--- src/cdt_pkg.sv ---
// Package with register offsets, field positions, reset values and timer codes.
`default_nettype none
package cdt_pkg;
    localparam logic [7:0] CDT_REG_STATUS_OFS = 8'h06;
    localparam logic [7:0] CDT_REG_TIMER_OFS  = 8'h07;
    localparam int CDT_MINSYS_BIT   = 7;
    localparam int CDT_DPM_BIT      = 6;
    localparam int CDT_USB_HI       = 5;
    localparam int CDT_USB_LO       = 3;
    localparam int CDT_MAIN_HI      = 2;
    localparam int CDT_MAIN_LO      = 0;
    localparam int CDT_SLOW_BIT     = 7;
    localparam int CDT_LIM_HI       = 6;
    localparam int CDT_LIM_LO       = 5;
    localparam int CDT_SPARE_BIT    = 4;
    localparam int CDT_THERMISTOR_MONITOR_ENABLE_BIT    = 3;
    localparam int CDT_FAULT_HI     = 2;
    localparam int CDT_FAULT_LO     = 1;
    localparam int CDT_HALF_BIT     = 0;
    localparam logic [2:0] CDT_THR_RESET   = 3'h0;
    localparam logic [1:0] CDT_LIM_RESET   = 2'h0;
    localparam logic       CDT_SLOW_RESET  = 1'b0;
    localparam logic       CDT_THERMISTOR_MONITOR_ENABLE_RESET = 1'b1;
    localparam logic       CDT_HALF_RESET  = 1'b0;
    localparam logic       CDT_SPARE_RESET = 1'b1;
    // Timer limit codes.
    localparam logic [1:0] CDT_LIM_27MIN = 2'h0;
    localparam logic [1:0] CDT_LIM_6H    = 2'h1;
    localparam logic [1:0] CDT_LIM_9H    = 2'h2;
    localparam logic [1:0] CDT_LIM_OFF   = 2'h3;
    // Thermistor fault codes.
    localparam logic [1:0] CDT_TS_NONE    = 2'h0;
    localparam logic [1:0] CDT_TS_SUSPEND = 2'h1;
    localparam logic [1:0] CDT_TS_COOL    = 2'h2;
    localparam logic [1:0] CDT_TS_WARM    = 2'h3;
    localparam int CDT_SYNC_STAGES = 3;
endpackage
`default_nettype wire

--- src/cdt_regs.sv ---
// Input-regulation status and safety-timer/thermistor control registers.
`timescale 1ns/1ps
`default_nettype none
// Function
// Status bit 7 reads 1 while minimum system voltage mode is active.
// Status bit 6 reads 1 while input voltage regulation is active.
// Bits 5:3 USB, 2:0 main input thresholds, 80 mV steps, reset zero.
// Timer bits 6:5 pick 27 min, 6 h, 9 h or timers off; reset 00.
// Slowdown bit 7 halves timer speed while a slowing condition holds.
// Slowing: current limit, voltage or thermal loop, half, short, cool.
// Bit 3 enables thermistor monitoring; reset value one.
// Read-only bits 2:1 report the thermistor fault code.
// Bit 0 selects half the programmed fast-charge current; reset zero.
// Host writes leave read-only status and fault bits live and unchanged.
module cdt_regs
    import cdt_pkg::*;
(
    input  wire logic       clock_i,
    input  wire logic       nrst_i,
    input  wire logic [7:0] reg_addr_i,
    input  wire logic [7:0] reg_wdata_i,
    input  wire logic       reg_wr_i,
    input  wire logic       reg_rd_i,
    output logic      [7:0] reg_rdata_o,
    output logic            reg_hit_o,
    input  wire logic       min_system_voltage_i,
    input  wire logic       input_regulation_i,
    input  wire logic       input_current_limit_i,
    input  wire logic       thermal_regulation_i,
    input  wire logic       battery_short_condition_i,
    input  wire logic [1:0] thermistor_fault_i,
    output logic      [2:0] usb_input_threshold_o,
    output logic      [2:0] main_input_threshold_o,
    output logic      [1:0] safety_limit_sel_o,
    output logic            safety_timers_off_o,
    output logic            timer_half_speed_o,
    output logic            thermistor_monitor_enable_o,
    output logic            half_current_select_o
);
    // ----------------------------------------------------------------
    // Condition inputs cross in from the analog side.
    // ----------------------------------------------------------------
    logic [6:0] cond_sync;
    cdt_sync #(.W(7)) u_sync (
        .clock_i (clock_i),
        .nrst_i  (nrst_i),
        .async_i ({min_system_voltage_i, input_regulation_i,
                   input_current_limit_i, thermal_regulation_i,
                   battery_short_condition_i, thermistor_fault_i}),
        .level_o (cond_sync)
    );
    wire       minsys_s = cond_sync[6];
    wire       dpm_s    = cond_sync[5];
    wire       ilim_s   = cond_sync[4];
    wire       therm_s  = cond_sync[3];
    wire       short_s  = cond_sync[2];
    wire [1:0] fault_s  = cond_sync[1:0];

    // ----------------------------------------------------------------
    // Register state.
    // ----------------------------------------------------------------
    logic [2:0] usb_thr_q,  usb_thr_d;
    logic [2:0] main_thr_q, main_thr_d;
    logic       slow_q,     slow_d;
    logic [1:0] lim_q,      lim_d;
    logic       spare_q,    spare_d;
    logic       thermistor_monitor_enable_q,    thermistor_monitor_enable_d;
    logic       half_q,     half_d;
    logic [7:0] rdata_q,    rdata_d;
    logic       hit_q,      hit_d;
    logic       halfspd_q,  halfspd_d;
    logic       off_q,      off_d;

    wire sel_status = (reg_addr_i == CDT_REG_STATUS_OFS);
    wire sel_timer  = (reg_addr_i == CDT_REG_TIMER_OFS);
    wire wr_status  = reg_wr_i && sel_status;
    wire wr_timer   = reg_wr_i && sel_timer;

    // Only the writable fields take data; status bits have no write path.
    assign usb_thr_d  = wr_status ? reg_wdata_i[CDT_USB_HI:CDT_USB_LO]
                                  : usb_thr_q;
    assign main_thr_d = wr_status ? reg_wdata_i[CDT_MAIN_HI:CDT_MAIN_LO]
                                  : main_thr_q;
    assign slow_d  = wr_timer ? reg_wdata_i[CDT_SLOW_BIT] : slow_q;
    assign lim_d   = wr_timer ? reg_wdata_i[CDT_LIM_HI:CDT_LIM_LO]
                              : lim_q;
    assign spare_d = wr_timer ? reg_wdata_i[CDT_SPARE_BIT] : spare_q;
    assign thermistor_monitor_enable_d = wr_timer ? reg_wdata_i[CDT_THERMISTOR_MONITOR_ENABLE_BIT] : thermistor_monitor_enable_q;
    assign half_d  = wr_timer ? reg_wdata_i[CDT_HALF_BIT] : half_q;

    // Cool zone only counts while the monitor is enabled.
    wire ts_cool = thermistor_monitor_enable_q && (fault_s == CDT_TS_COOL);
    wire slowing = ilim_s || dpm_s || therm_s || half_q
                   || short_s || ts_cool;
    assign halfspd_d = slow_q && slowing;

    // Registered so that the disable flag leaves a flip-flop like the rest.
    assign off_d = (lim_d == CDT_LIM_OFF);

    // Status fields read live from the synchronised conditions.
    wire [7:0] status_word = {minsys_s, dpm_s, usb_thr_q,
                              main_thr_q};
    wire [7:0] timer_word  = {slow_q, lim_q, spare_q, thermistor_monitor_enable_q,
                              fault_s, half_q};
    assign rdata_d = !reg_rd_i  ? rdata_q :
                     sel_status ? status_word :
                     sel_timer  ? timer_word  : 8'h00;
    assign hit_d   = (reg_rd_i || reg_wr_i) && (sel_status || sel_timer);

    // ----------------------------------------------------------------
    // Flip-flops.
    // ----------------------------------------------------------------
    always_ff @(posedge clock_i) begin
        if (!nrst_i) begin
            usb_thr_q  <= CDT_THR_RESET;
            main_thr_q <= CDT_THR_RESET;
            slow_q     <= CDT_SLOW_RESET;
            lim_q      <= CDT_LIM_RESET;
            spare_q    <= CDT_SPARE_RESET;
            thermistor_monitor_enable_q    <= CDT_THERMISTOR_MONITOR_ENABLE_RESET;
            half_q     <= CDT_HALF_RESET;
            rdata_q    <= 8'h00;
            hit_q      <= 1'b0;
            halfspd_q  <= 1'b0;
            off_q      <= (CDT_LIM_RESET == CDT_LIM_OFF);
        end else begin
            usb_thr_q  <= usb_thr_d;
            main_thr_q <= main_thr_d;
            slow_q     <= slow_d;
            lim_q      <= lim_d;
            spare_q    <= spare_d;
            thermistor_monitor_enable_q    <= thermistor_monitor_enable_d;
            half_q     <= half_d;
            rdata_q    <= rdata_d;
            hit_q      <= hit_d;
            halfspd_q  <= halfspd_d;
            off_q      <= off_d;
        end
    end

    assign reg_rdata_o                 = rdata_q;
    assign reg_hit_o                   = hit_q;
    assign usb_input_threshold_o       = usb_thr_q;
    assign main_input_threshold_o      = main_thr_q;
    assign safety_limit_sel_o          = lim_q;
    assign safety_timers_off_o         = off_q;
    assign timer_half_speed_o          = halfspd_q;
    assign thermistor_monitor_enable_o = thermistor_monitor_enable_q;
    assign half_current_select_o       = half_q;
endmodule
`default_nettype wire

--- src/cdt_sync.sv ---
// Three-stage synchroniser with agreement filter for asynchronous levels.
`timescale 1ns/1ps
`default_nettype none
module cdt_sync
    import cdt_pkg::*;
#(
    parameter int W = 1
) (
    input  wire logic         clock_i,
    input  wire logic         nrst_i,
    input  wire logic [W-1:0] async_i,
    output logic      [W-1:0] level_o
);
    logic [W-1:0] s1_q;
    logic [W-1:0] s2_q;
    logic [W-1:0] s3_q;
    logic [W-1:0] level_q;
    logic [W-1:0] level_d;

    // A change counts only once the second and third stages agree.
    genvar g;
    generate
        for (g = 0; g < W; g++) begin : g_bit
            assign level_d[g] = (s2_q[g] == s3_q[g]) ? s3_q[g] : level_q[g];
        end
    endgenerate

    always_ff @(posedge clock_i) begin
        if (!nrst_i) begin
            s1_q    <= '0;
            s2_q    <= '0;
            s3_q    <= '0;
            level_q <= '0;
        end else begin
            s1_q    <= async_i;
            s2_q    <= s1_q;
            s3_q    <= s2_q;
            level_q <= level_d;
        end
    end

    assign level_o = level_q;
endmodule
`default_nettype wire

--- config.mk ---
export PLATFORM = sky130hd
export DESIGN_NAME = cdt_regs
export DESIGN_NICKNAME = d
export VERILOG_FILES = /design/src/cdt_pkg.sv /design/src/cdt_regs.sv /design/src/cdt_sync.sv
export SDC_FILE = /design/constraint.sdc
export NUM_CORES = 1
export LEC_CHECK = 0
export ABC_AREA = 1
export BUFFER_PORTS_ARGS = -buffer_cell sky130_fd_sc_hd__buf_4
export CAP_MARGIN = 20
export CORE_UTILIZATION = 40
export CTS_BUF_LIST = sky130_fd_sc_hd__clkbuf_4
export CTS_CLUSTER_DIAMETER = 200
export DETAILED_ROUTE_END_ITERATION = 7
export PLACE_DENSITY_LB_ADDON = 0.25
export REMOVE_ABC_BUFFERS = 1
export SLEW_MARGIN = 20
export SYNTH_ARGS = -nofsm -noshare
export SYNTH_HDL_FRONTEND = slang
export SYNTH_HIERARCHICAL = 1
export SYNTH_SLANG_ARGS = --single-unit
export TNS_END_PERCENT = 10
--- constraint.sdc ---
create_clock -name clock_i -period 1.33 [get_ports clock_i]
set_input_delay 0 -clock clock_i [delete_from_list [all_inputs] [get_ports clock_i]]
set_output_delay 0 -clock clock_i [all_outputs]
set_load 0.005 [all_outputs]
### After elaboration in Yosys (flattened, before gate mapping)

Index checks and enable logic that the tools add are counted.

* register bits: 51
* input bits: 27
* output and inout port bits: 21
* word-level logic and storage cells: 47

* equal/unequal tests: 11
* mux-type cells: 3
* reduce and logical (&&, ||, !) cells: 12

Operator list (count)
* == test 8 x 3 -> 1 bit, second input constant: 2
* 2-to-1 mux 8 bit: 2
* == test 1 bit: 7
* logical OR 1 bit: 7
* logical AND 1 bit: 5
* == test 2 bit, second input constant: 2
* 2-to-1 mux 2 bit: 1

### Depth between registers and ports, before layout

* depth after elaboration: 6
* gate-level depth with buffers: 9

### Cells and area by module

The synthesis kept the hierarchy.

By module, submodules not included
* cdt_regs: instances 1, cells each 176, area each 1189.9 um^2
* cdt_sync: instances 1, cells each 94, area each 852.1 um^2

### Worst setup path after synthesis

OpenSTA, ideal clock, no wires.

* path type: input -> register
* from: input reg_addr_i[6]
* to: register off_q (netlist: safety_timers_off_o)
* data arrival time: 0.654 ns
* required time: 1.212 ns
* path slack: 0.558 ns
* stages: 7
* path buffers: 1
* cells stage by stage: inv_1 > nand2_1 > nor2_8 > buf_4 > nand4_1 > nand3_1 > nor2_1

* longest elaborated chain between the ends: 4

RTL lines
* from (decl): RTL line cdt_regs.sv:20 `input wire logic [7:0] reg_addr_i,`
* == test 8 x 3 -> 1 bit: RTL line cdt_regs.sv:75 `wire sel_timer = (reg_addr_i == CDT_REG_TIMER_OFS);`
* logical AND 1 bit: RTL line cdt_regs.sv:77 `wire wr_timer = reg_wr_i && sel_timer;`
* 2-to-1 mux 2 bit: RTL line cdt_regs.sv:85 `assign lim_d = wr_timer ? reg_wdata_i[CDT_LIM_HI:CDT_LIM_LO]`
* == test 2 bit: RTL line cdt_regs.sv:98 `assign off_d = (lim_d == CDT_LIM_OFF);`
* to (signal assigned): RTL line cdt_regs.sv:125 `off_q <= (CDT_LIM_RESET == CDT_LIM_OFF);`
* to (decl): RTL line cdt_regs.sv:72 `logic off_q, off_d;`

No other way between the ends.
A chain may end at the register's enable or synchronous reset.

### Worst setup path after layout

* from: input reg_wr_i
* to: register main_thr_q[1] (netlist: main_input_threshold_o[1])

* longest elaborated chain between the ends: 1

RTL lines
* from (decl): RTL line cdt_regs.sv:22 `input wire logic reg_wr_i,`
* logical AND 1 bit: RTL line cdt_regs.sv:76 `wire wr_status = reg_wr_i && sel_status;`
* to (signal assigned): RTL line cdt_regs.sv:128 `main_thr_q <= main_thr_d;`
* to (decl): RTL line cdt_regs.sv:63 `logic [2:0] main_thr_q, main_thr_d;`

No other way between the ends.

==> flow_metrics.tcl <==
set metrics [dict create \
    mostFrequentLayoutCell "inv_1" \
    die_w_um 73.5 \
    fin_ws_ps 150 \
    tritoncts "built" \
    cts_buffers 5 \
    p_leak_uw 0.00145 \
    synth-main-ff-cell "dfxtp_1" \
    layout_common_cells "56 x inv_1, 52 x nand2_1, 51 x dfxtp_1" \
    drt_iter0_markers 85 \
    num_rows 25 \
    status "completed" \
    hold_violations 0 \
    die_h_um 73.5 \
    ys_seq_area_share_pct 50.0 \
    clock_latency_ps 370 \
    r2r_slack_ps 500 \
    crit_required_ps 1630 \
    synth_area_um2 2040 \
    htreeDepth 2 \
    syn_inst 270 \
    area_growth_pct 32.5 \
    crit_path_start_kind "input pin" \
    coreArea_um2 4820 \
    cap_violations 0 \
    min_path_type "in -> reg" \
    grt_antenna_before_repair 0 \
    dr.pass1.iters 4 \
    placement.setup.worst_slack_ps 263 \
    path_max_fanout 10 \
    rsz0062_at_grt "false" \
    finalCritPeriodShare_pct 88.7 \
    regToRegEndpoint "timer_half_speed_o" \
    clock_sink_count 51 \
    reg2regPathDepth 2 \
    critPathSlowestCell "dlygate4sd3_1" \
    die_area_um2 5390 \
    ys_warn_count 6 \
    grt_max_degree 22 \
    critPathMaxStageDelay_ps 550 \
    worst-slew-pin-transition_ps 441 \
    place_congestion 0.767 \
    start_util_pct 42.4 \
    grt_pass1_wl_um 6790 \
    grt_pass1_vias 1676 \
    powerDensity_nw_per_um2 961 \
    max_freq_mhz 847 \
    drcViolationCount 0 \
    postRouteAntennaNets 0 \
    report.final.slew_viol_count 0 \
    setup_viol 0 \
    antennaDiodeCount 0 \
    finClkSkew_ps 13.9 \
    vias 1742 \
    io-pin-count 48 \
    track_usage_pct 16.6 \
    syn_area_per_cell_um2 7.56 \
    drive_gt1_share_pct 20.0 \
    path_buf_inv 3 \
    crit_path_end_kind "flop" \
    port_buffers 47 \
    criticalPathCategory "in -> reg" \
    crit_family "buffers and inverters" \
    postSynthRegisterBits 51 \
    critPathCapture "main_input_threshold_o[1]" \
    place_hpwl_um 2650 \
    clock-root-buffer "clkbuf_4" \
    clkTransAtPathRegs_ps 160 \
    worstPathArrival_ps 1480 \
    wl_um 3960 \
    viasPerCell 4.28 \
    nNetsFinal 366 \
    cts_buffer_depth 2 \
    period_minus_slack_ps 1180 \
    crit_cells 6 \
    ir_drop_mv 0.682 \
    setup_tns_ps 0 \
    synth_cell_types 26 \
    max_slew_margin_pct 70.6 \
    synth_edf_count 0 \
    async_flop_share_pct 0 \
    grt_remaining_overflow 0 \
    crit_chain "dlygate4sd3_1, buf_4, nand3_1, dlygate4sd3_1, nand2_1, nor2_1" \
    rr_startpoint "u_sync/level_o[4]" \
    worst_path_most_repeated_cell "dlygate4sd3_1" \
    wl_per_cell_um 9.72 \
    crit_path_start "reg_wr_i" \
]
-- metal layers --
| metal | global-route usage (%) | share of wire (%) |
|---|---|---|
| met1 | 17.6 | 45 |
| met2 | 31.7 | 49 |
| met3 | 4.53 | 3.9 |
| met4 | 4.49 | 1.2 |
| met5 | 0 | 0 |
-- sequential cells by signal (all words and copies together), names as in the netlist --
register,count
half_current_select_o,1
main_input_threshold_o,3
reg_hit_o,1
reg_rdata_o,8
safety_limit_sel_o,2
safety_timers_off_o,1
slow_q,1
spare_q,1
thermistor_monitor_enable_o,1
timer_half_speed_o,1
u_sync/level_o,7
u_sync/s1_q,7
u_sync/s2_q,7
u_sync/s3_q,7
usb_input_threshold_o,3
-- kinds of logic after synthesis --
kind of cell	count (synthesis)	synth area share, %
buffers and inverters	69	15.0
AO/OA/AOI/OAI	31	7.78
AND/OR/NAND/NOR	119	27.3
flip-flops	51	50.0
-- through the flow --
stage	hold WS [ps]	total power (µW)	util, %	cells	instance area (µm²)
2_1_floorplan	93.5	1710	-	261	1970
3_3_place_gp	180	1830	50.1	376	2410
3_5_place_dp	186	1830	50.1	376	2410
4_1_cts	120	2630	56.2	407	2710
5_1_grt	154	2730	56.2	407	2710
6_report	126	2600	56.2	407	2710
-- worst min path at each step --
| stage | start | to | slack [ps] | cells past startpoint |
|---|---|---|---|---|
| after detailed placement | input_regulation_i | u_sync/s1_q[5] | 190 | 3 |
| final | reg_addr_i[5] | thermistor_monitor_enable_o | 130 | 6 |
| after floorplan | nrst_i | u_sync/s1_q[0] | 90 | 2 |
| after global placement | thermal_regulation_i | u_sync/s1_q[3] | 180 | 3 |
| after global routing | reg_addr_i[3] | spare_q | 150 | 6 |
| after CTS | reg_addr_i[5] | spare_q | 120 | 6 |
-- synth_stat cells, types with 2 or more instances --
cell type | number | area [µm²]
a21oi_1 | 11 | 55.1
buf_2 | 3 | 15.0
buf_6 | 3 | 33.8
dfxtp_1 | 51 | 1020
inv_1 | 56 | 210
inv_2 | 2 | 7.51
nand2_1 | 52 | 195
nand2_2 | 2 | 12.5
nand2_4 | 3 | 33.8
nand3_1 | 17 | 85.1
nor2_1 | 38 | 143
nor2_8 | 2 | 40.0
o21ai_0 | 13 | 65.1
o21ai_1 | 5 | 25.0
-- final cells by class --
cell class | count | area (µm²)
flip-flops and latches | 51 | 1020
clock inverters | 3 | 26.3
inverters | 60 | 230
well taps | 67 | 83.8
clock buffers | 5 | 37.5
repair buffers | 71 | 591
multi-input cells | 150 | 716
fillers | 484 | 2110
-- repair_timing --
item / 4_1_cts / 5_1_grt
hold endpoints to repair: 37 / 0
gates resized for setup: 0 / 0
buffers inserted: 0 / 0
setup endpoints to repair: 0 / 0
hold buffers: 23 / 0
-- power breakdown --
part	internal, µW	switching [µW]	total [µW]
clock network	225	526	751
registers	1570	16.6	1580
logic	143	122	266
-- worst min-delay path, stage by stage --
cell and delay [ps]:
buf_4 80, inv_2 30, nand2_2 90, nor2_8 80, nand3_4 110, o21ai_0 80
No activity file was read; power rests on OpenSTA's default activity.
